[src/shared/tmz_pkg.sv]
package tmz_pkg;

    // ==========================================================
    // Register map: printed offsets are register indices, byte address = 4 * index
    localparam logic [9:0] TMZ_IDX_COUNT_LOW = 10'h318;
    localparam logic [9:0] TMZ_IDX_COUNT_HIGH = 10'h319;
    localparam logic [9:0] TMZ_IDX_CTRL_A = 10'h31A;
    localparam logic [9:0] TMZ_IDX_CTRL_B = 10'h31B;
    localparam logic [9:0] TMZ_IDX_IRQ_CTRL = 10'h31C;

    // ==========================================================
    // Field positions
    localparam int unsigned TMZ_CTLA_EN_BIT = 7;
    localparam int unsigned TMZ_CTLA_OUT_BIT = 5;
    localparam int unsigned TMZ_CTLA_WIDE_BIT = 4;
    localparam int unsigned TMZ_CTLA_POST_LSB = 0;
    localparam int unsigned TMZ_CTLB_CS_LSB = 5;
    localparam int unsigned TMZ_CTLB_UNSYNCHRONIZED_INPUT_BIT = 4;
    localparam int unsigned TMZ_CTLB_PRE_LSB = 0;
    localparam int unsigned TMZ_IRQ_FLAG_BIT = 0;
    localparam int unsigned TMZ_IRQ_ENABLE_BIT = 1;

    // ==========================================================
    // Reset values
    localparam logic [7:0] TMZ_COUNT_HIGH_RST = 8'hFF;
    localparam logic [7:0] TMZ_BYTE_RST = 8'h00;

    // ==========================================================
    // Clock source select codes
    localparam logic [2:0] TMZ_CS_PIN = 3'h0;
    localparam logic [2:0] TMZ_CS_PIN_INV = 3'h1;
    localparam logic [2:0] TMZ_CS_INSTR = 3'h2;
    localparam logic [2:0] TMZ_CS_SRC_BASE = 3'h2;
    localparam int unsigned TMZ_NUM_SRC = 6;

    // ==========================================================
    // Bus carriers
    typedef struct packed {
        logic read;
        logic write;
        logic [11:0] address;
        logic [31:0] writedata;
        logic [3:0] byteenable;
    } tmz_avs_req_s;

    typedef struct packed {
        logic [31:0] readdata;
        logic waitrequest;
    } tmz_avs_rsp_s;

    typedef struct packed {
        tmz_avs_rsp_s rsp;
        logic [7:0] cnt_lo;
        logic [7:0] cnt_hi;
        logic [7:0] hi_reg;
        logic [7:0] period_buf;
        logic en;
        logic out;
        logic wide_mode_select;
        logic [3:0] post_sel;
        logic [2:0] cs;
        logic unsynchronized_input_in;
        logic [3:0] pre_sel;
        logic [14:0] pre_cnt;
        logic [3:0] post_cnt;
        logic flag;
        logic irq_en;
        logic irq;
        logic wake;
        logic [TMZ_NUM_SRC-1:0] s1;
        logic [TMZ_NUM_SRC-1:0] s2;
        logic [TMZ_NUM_SRC-1:0] s3;
    } tmz_state_s;

endpackage

[src/core/tmz_timer.sv]
`timescale 1ns/1ps

module tmz_timer
    import tmz_pkg::*;
(
    input wire logic ref_clk,
    input wire logic nrst,
    input wire tmz_pkg::tmz_avs_req_s avs_req,
    output tmz_pkg::tmz_avs_rsp_s avs_rsp,
    input wire logic timer_clk_pin,
    input wire logic hf_osc,
    input wire logic lf_osc,
    input wire logic mf_osc,
    input wire logic sec_osc,
    input wire logic logic_cell_in,
    input wire logic sleep_mode,
    output logic timer_output_signal,
    output logic timer_irq,
    output logic wake_req
);

    // ==========================================================
    // State
    tmz_state_s st;
    tmz_state_s next_st;

    logic [TMZ_NUM_SRC-1:0] src_raw;
    logic [TMZ_NUM_SRC-1:0] src_rise;
    logic [TMZ_NUM_SRC-1:0] src_fall;
    logic src_edge;
    logic run;
    logic [14:0] pre_mask;
    logic pre_tick;
    logic evt;
    logic flag_set;
    logic flag_clr;
    logic acc;
    logic wr;
    logic rd;
    logic [9:0] idx;
    logic [7:0] wbyte;
    logic scaler_clr;

    assign src_raw = {logic_cell_in, sec_osc, mf_osc, lf_osc, hf_osc, timer_clk_pin};

    // ==========================================================
    // Next-state logic
    always_comb begin
        next_st = st;

        // Three-stage sampling; edges judged on the two later stages only
        next_st.s1 = src_raw;
        next_st.s2 = st.s1;
        next_st.s3 = st.s2;
        src_rise = st.s2 & ~st.s3;
        src_fall = ~st.s2 & st.s3;

        // Source select
        case (st.cs)
            TMZ_CS_PIN: begin
                src_edge = src_rise[0];
            end
            TMZ_CS_PIN_INV: begin
                src_edge = src_fall[0];
            end
            TMZ_CS_INSTR: begin
                src_edge = ~sleep_mode;
            end
            default: begin
                src_edge = src_rise[3'(st.cs - TMZ_CS_SRC_BASE)];
            end
        endcase

        // Synchronous mode halts in sleep; asynchronous mode keeps counting on every source except the instruction clock
        run = st.en & src_edge & (st.unsynchronized_input_in | ~sleep_mode);

        // Prescaler: ratio 2^pre_sel
        pre_mask = 15'((16'h0001 << st.pre_sel) - 16'h0001);
        pre_tick = run & (st.pre_cnt == pre_mask);
        if (run) begin
            next_st.pre_cnt = pre_tick ? 15'h0000 : 15'(st.pre_cnt + 15'h0001);
        end

        // Counter
        evt = 1'b0;
        if (pre_tick) begin
            if (st.wide_mode_select) begin
                {next_st.cnt_hi, next_st.cnt_lo} = 16'({st.cnt_hi, st.cnt_lo} + 16'h0001);
                evt = &{st.cnt_hi, st.cnt_lo};
            end else if (st.cnt_lo == st.period_buf) begin
                next_st.cnt_lo = TMZ_BYTE_RST;
                next_st.period_buf = st.hi_reg;
                evt = 1'b1;
            end else begin
                next_st.cnt_lo = 8'(st.cnt_lo + 8'h01);
            end
        end

        // Postscaler and output toggle
        flag_set = 1'b0;
        if (evt) begin
            if (st.post_cnt == st.post_sel) begin
                next_st.post_cnt = 4'h0;
                next_st.out = ~st.out;
                flag_set = 1'b1;
            end else begin
                next_st.post_cnt = 4'(st.post_cnt + 4'h1);
            end
        end

        // Bus slave: one wait cycle, then answer for one cycle
        acc = (avs_req.read | avs_req.write) & st.rsp.waitrequest;
        // A write lands at the edge where the master sees waitrequest low, never earlier
        wr = avs_req.write & ~st.rsp.waitrequest & avs_req.byteenable[0];
        rd = acc & avs_req.read;
        idx = avs_req.address[11:2];
        wbyte = avs_req.writedata[7:0];
        next_st.rsp.waitrequest = ~acc;
        scaler_clr = 1'b0;
        flag_clr = 1'b0;

        if (wr) begin
            case (idx)
                TMZ_IDX_COUNT_LOW: begin
                    scaler_clr = 1'b1;
                    if (!(st.wide_mode_select && st.en)) begin
                        next_st.cnt_lo = wbyte;
                        if (st.wide_mode_select) begin
                            next_st.cnt_hi = st.hi_reg;
                        end
                    end
                end
                TMZ_IDX_COUNT_HIGH: begin
                    next_st.hi_reg = wbyte;
                end
                TMZ_IDX_CTRL_A: begin
                    scaler_clr = 1'b1;
                    next_st.en = wbyte[TMZ_CTLA_EN_BIT];
                    next_st.wide_mode_select = wbyte[TMZ_CTLA_WIDE_BIT];
                    next_st.post_sel = wbyte[TMZ_CTLA_POST_LSB +: 4];
                end
                TMZ_IDX_CTRL_B: begin
                    scaler_clr = 1'b1;
                    next_st.cs = wbyte[TMZ_CTLB_CS_LSB +: 3];
                    next_st.unsynchronized_input_in = wbyte[TMZ_CTLB_UNSYNCHRONIZED_INPUT_BIT];
                    next_st.pre_sel = wbyte[TMZ_CTLB_PRE_LSB +: 4];
                end
                TMZ_IDX_IRQ_CTRL: begin
                    next_st.irq_en = wbyte[TMZ_IRQ_ENABLE_BIT];
                    flag_clr = wbyte[TMZ_IRQ_FLAG_BIT];
                end
                default: begin
                end
            endcase
        end

        if (scaler_clr) begin
            next_st.pre_cnt = 15'h0000;
            next_st.post_cnt = 4'h0;
        end

        if (rd) begin
            case (idx)
                TMZ_IDX_COUNT_LOW: begin
                    next_st.rsp.readdata = {24'h000000, st.cnt_lo};
                    if (st.wide_mode_select) begin
                        next_st.hi_reg = st.cnt_hi;
                    end
                end
                TMZ_IDX_COUNT_HIGH: begin
                    next_st.rsp.readdata = {24'h000000, st.hi_reg};
                end
                TMZ_IDX_CTRL_A: begin
                    next_st.rsp.readdata = 32'h00000000;
                    next_st.rsp.readdata[TMZ_CTLA_EN_BIT] = st.en;
                    next_st.rsp.readdata[TMZ_CTLA_OUT_BIT] = st.out;
                    next_st.rsp.readdata[TMZ_CTLA_WIDE_BIT] = st.wide_mode_select;
                    next_st.rsp.readdata[TMZ_CTLA_POST_LSB +: 4] = st.post_sel;
                end
                TMZ_IDX_CTRL_B: begin
                    next_st.rsp.readdata = 32'h00000000;
                    next_st.rsp.readdata[TMZ_CTLB_CS_LSB +: 3] = st.cs;
                    next_st.rsp.readdata[TMZ_CTLB_UNSYNCHRONIZED_INPUT_BIT] = st.unsynchronized_input_in;
                    next_st.rsp.readdata[TMZ_CTLB_PRE_LSB +: 4] = st.pre_sel;
                end
                TMZ_IDX_IRQ_CTRL: begin
                    next_st.rsp.readdata = 32'h00000000;
                    next_st.rsp.readdata[TMZ_IRQ_FLAG_BIT] = st.flag;
                    next_st.rsp.readdata[TMZ_IRQ_ENABLE_BIT] = st.irq_en;
                end
                default: begin
                    next_st.rsp.readdata = 32'h00000000;
                end
            endcase
        end

        // Sticky flag; a new toggle wins over a clear in the same cycle
        next_st.flag = (st.flag & ~flag_clr) | flag_set;
        next_st.irq = next_st.flag & next_st.irq_en;
        next_st.wake = next_st.irq & sleep_mode & st.unsynchronized_input_in;
    end

    // ==========================================================
    // State register
    always_ff @(posedge ref_clk or negedge nrst) begin
        if (!nrst) begin
            st <= '0;
            st.rsp.waitrequest <= 1'b1;
            st.hi_reg <= TMZ_COUNT_HIGH_RST;
            st.period_buf <= TMZ_COUNT_HIGH_RST;
        end else begin
            st <= next_st;
        end
    end

    // ==========================================================
    // Outputs
    assign avs_rsp = st.rsp;
    assign timer_output_signal = st.out;
    assign timer_irq = st.irq;
    assign wake_req = st.wake;

endmodule // tmz_timer

[config.mk]
export PLATFORM = sky130hd
export DESIGN_NAME = tmz_timer
export DESIGN_NICKNAME = d
export VERILOG_FILES = /design/src/shared/tmz_pkg.sv /design/src/core/tmz_timer.sv
export SDC_FILE = /design/constraint.sdc
export NUM_CORES = 1
export LEC_CHECK = 0
export ABC_AREA = 1
export BUFFER_PORTS_ARGS = -buffer_cell sky130_fd_sc_hd__buf_2
export CAP_MARGIN = 5
export CORE_UTILIZATION = 53
export DETAILED_ROUTE_END_ITERATION = 10
export GPL_ROUTABILITY_DRIVEN = 1
export HOLD_SLACK_MARGIN = 0.1
export PLACE_DENSITY = 0.76
export SYNTH_ARGS = -nofsm -noshare
export SYNTH_HDL_FRONTEND = slang
export SYNTH_SLANG_ARGS = --single-unit
[constraint.sdc]
create_clock -name ref_clk -period 2.3 [get_ports ref_clk]
set_input_delay 0.345 -clock ref_clk [delete_from_list [all_inputs] [get_ports ref_clk]]
set_output_delay 0.345 -clock ref_clk [all_outputs]
set_load 0.01 [all_outputs]
==> flow_summary.yaml <==
timing:
  finalCritPeriodShare_pct: 104.8
  finalHoldWorstSlack_ns: 0.2071
  setup_slack_ns: -0.1115
  setup_viol: 17
  final_hold_viol_count: 0
  rsz0062_at_grt: "yes"
  fmax_mhz: 414.7
  slew_viol_final: 0
  worst_clock_skew_ns: 0.008986
  relSlewSlack_pct: 53.15
  worst_pin_slew_ns: 0.6963
  fin_crit_ns: 2.411
critical_path:
  crit_required_ns: 2.58
  cp_num_buf_inv: 4
  timing.critical_path.from_type: "register"
  critPathMaxFanout: 7
  path_cells: "nor2_4 > nand2_2 > ha_4 > inv_2 > a21oi_4 > nand3_2 > nand3_1 > inv_1 > nor2_4 > nand3_4 > nor2_4 > buf_12 > buf_12 > nand2_2 > nand2_1 > nand3_1 > a21oi_1"
  critical-path-top-delay-family: "simple AND/OR/NAND/NOR gates"
  slowest_delay_ns: 0.42
  crit_type: "reg -> reg"
  cp_common_cell: "nor2_4"
  end_kind: "register"
  cp.arrival_ns: 2.70
  cp_slowest_cell: "dfrtp_1"
cells_and_area:
  seq_area_um2: 2455
  syn2layout_area_growth_pct: 18.76
  nets: 1047
  finalInstanceArea_um2: 7761
  fin_util_pct: 64.61
  antenna-diode-count: 0
  drive_gt1_share_pct: 24.92
  n_fill_cell: 1053
  multi_input_area_um2: 3522
clock_tree:
  clkTransAtPathRegs_ns: 0.07
  clk_latency_ns: 0.35
  clock_path_buffers: 2
  cts_made_buffers: 9
  cts_tree: "built"
  cts-root-buf: "clkbuf_16"
  h-tree-depth: 3
  clock_sinks: 97
logic_synthesis:
  ys_seq_area_share_pct: 37.47
  ys_ff_latch: 97
  netlist_area_um2: 6535
  ys_types: 51
  syn_area_per_cell_um2: 7.294
  syn_inst: 896
  yosysWarnings: 0
  yosys-top-cells-area: "dfrtp_1 (31%), nand2_1 (13%), dfstp_2 (6.8%)"
  synth_edf_count: 0
  yosysTopAreaCellShare_pct: 30.63
  ys_async_sr_fraction_pct: 100.0
  synthFlopType: "dfrtp_1"
  synth_top_cell_by_area: "dfrtp_1"
place:
  pre_cts_ws_ns: -0.08389
  io_buffers: 41
  gp_congestion: 0.9307
  place_area_um2: 7098
  dp_hpwl_um: 13220
detailed_routing:
  drt_pre_antenna_iters: 5
  drc: 0
  drt-total-wl_um: 17560
  drt_iter0_markers: 577
  wire_per_inst_um: 15.48
  ant_nets: 0
  vias_per_cell: 5.463
  vias: 6195
floorplan:
  die_y_um: 113.0
  core_area_um2: 12010
  ios: 95
  start_util_pct: 54.41
  fp.dieW_um: 113.0
  rows: 40
  fp.dieArea_um2: 12780
run_status:
  status: "finished with violations"
  violations: "setup timing"
global_routing:
  use_met1_pct: 40.02
  busiest_layer: "met2"
  grt_usage_pct: 28.41
  grt_pass1_vias: 5587
  grt_pass1_wl_um: 28020
  use_met3_pct: 4.446
  grt_use_met2_pct: 43.84
  antenna_found_initial: 0
  overflow: 0
  grt_max_degree: 45
min_path:
  hold_class: "in -> reg"
pwr:
  irDropWorstVdd_uv: 362.3
  p_per_area_nw_per_um2: 469.3
  total_leakage_power_nw: 3.938
flow_run:
  maxCapViolCount: 0
what timing repair did:
item                                    in CTS  in global routing
hold buffers                                 7                  0
resized for setup                           17                 39
endpoints found under the hold margin       43                  0
endpoints found under the setup margin      27                 46
pin swaps                                    7                  7
cloned                                       1                  1
setup buffers                                4                  4
synthesized netlist by cell type, types with 3 or more instances:
library cell and n:
o21ai_2 5, nand3b_1 3, clkinv_1 3, nand3_2 4, nand3_1 72, o21ai_1 3
ha_1 5, nor2_1 65, nand2_4 4, a31oi_1 7, clkbuf_1 7, nor3_2 3
inv_2 7, o21ai_0 50, nand2_1 229, nand4_1 21, xnor2_1 7, o2111ai_1 3
nor2_2 6, buf_4 34, buf_2 4, dfrtp_1 80, or2_2 4, xor2_1 20
nor3_1 14, nor4_1 4, nand2_2 16, nor2_4 10, dfstp_2 17, o22ai_1 14
inv_1 119, a22oi_1 4, a21oi_1 23, buf_6 5
worst paths after layout:
check,to,startpoint,cells after the start,slack [ns]
min in group asynchronous,avs_rsp[3],nrst,2,0.54
worst max register to register,register,st[42],17,-0.11
worst max-delay path,register,st[42],17,-0.11
max in group asynchronous,st[70],nrst,3,1.06
worst min-delay path,st[83],avs_req[7],3,0.21
worst min register to register,next_st[1],next_st[7],0,0.35
through the flow:
stage / std cells / TNS, ns / power, mW
floorplan: 919 / -0.1054 / 2.039
global placement: 1103 / -0.3257 / 2.138
detailed placement: 1103 / -0.9814 / 2.146
CTS: 1130 / -0.8116 / 3.649
global route: 1134 / -6.166 / 3.768
finish: 1134 / -0.9147 / 3.643
kinds of logic after synthesis:
group           after synthesis  synth area share [%]
fa+ha+maj                     5                0.9573
xor+xnor                     27                 3.619
compound gates              124                 11.41
simple gates                460                 33.33
buf+inv                     182                 13.15
flops                        97                 37.47
other cells                   1               0.05738
registers in the layout, summed over array words and instances, names as in the netlist, named ones only:
signal / flops
avs_rsp: 9
next_st: 12
st: 65
timer_output_signal: 1
wake_req: 1
timer_irq: 1
where the power goes:
group	switching, mW	internal [mW]	total (mW)
logic	0.227	0.135	0.362
registers	0.0317	1.75	1.78
clock network	0.664	0.838	1.50
layout by cell type, fill, tap and decap left out, drive strengths merged, types with 7 or more instances in the layout:
cell type,n
dfrtp,80
a21oi,26
o22ai,14
o21ai,58
nand4,22
dlygate4sd3,7
xnor2,7
a31oi,7
nor2,82
buf,96
nand3,77
clkbuf,11
xor2,20
nor3,17
nand2,249
dfstp,17
conb,24
inv,129
layer usage:
metal / vias up / routed length (µm)
met5: - / 0
met2: 234 / 8042
li1: 3018 / -
met1: 2910 / 7800
met4: 0 / 435
met3: 33 / 1279
tightest hold or removal path: cells and delay by family:
family,cells,cell delay [ns]
buffers and inverters,1,0.09
and+or+nand+nor,2,0.09
layout make-up:
| class | instances | area share, % |
|---|---|---|
| clock inverters | 5 | 0.7255 |
| repair buffers | 104 | 10.54 |
| flip-flops and latches | 97 | 31.63 |
| well taps | 147 | 2.370 |
| multi-input cells | 640 | 45.38 |
| inverters | 131 | 6.400 |
| clock buffers | 10 | 2.950 |
(Power assumes the default switching activity.)
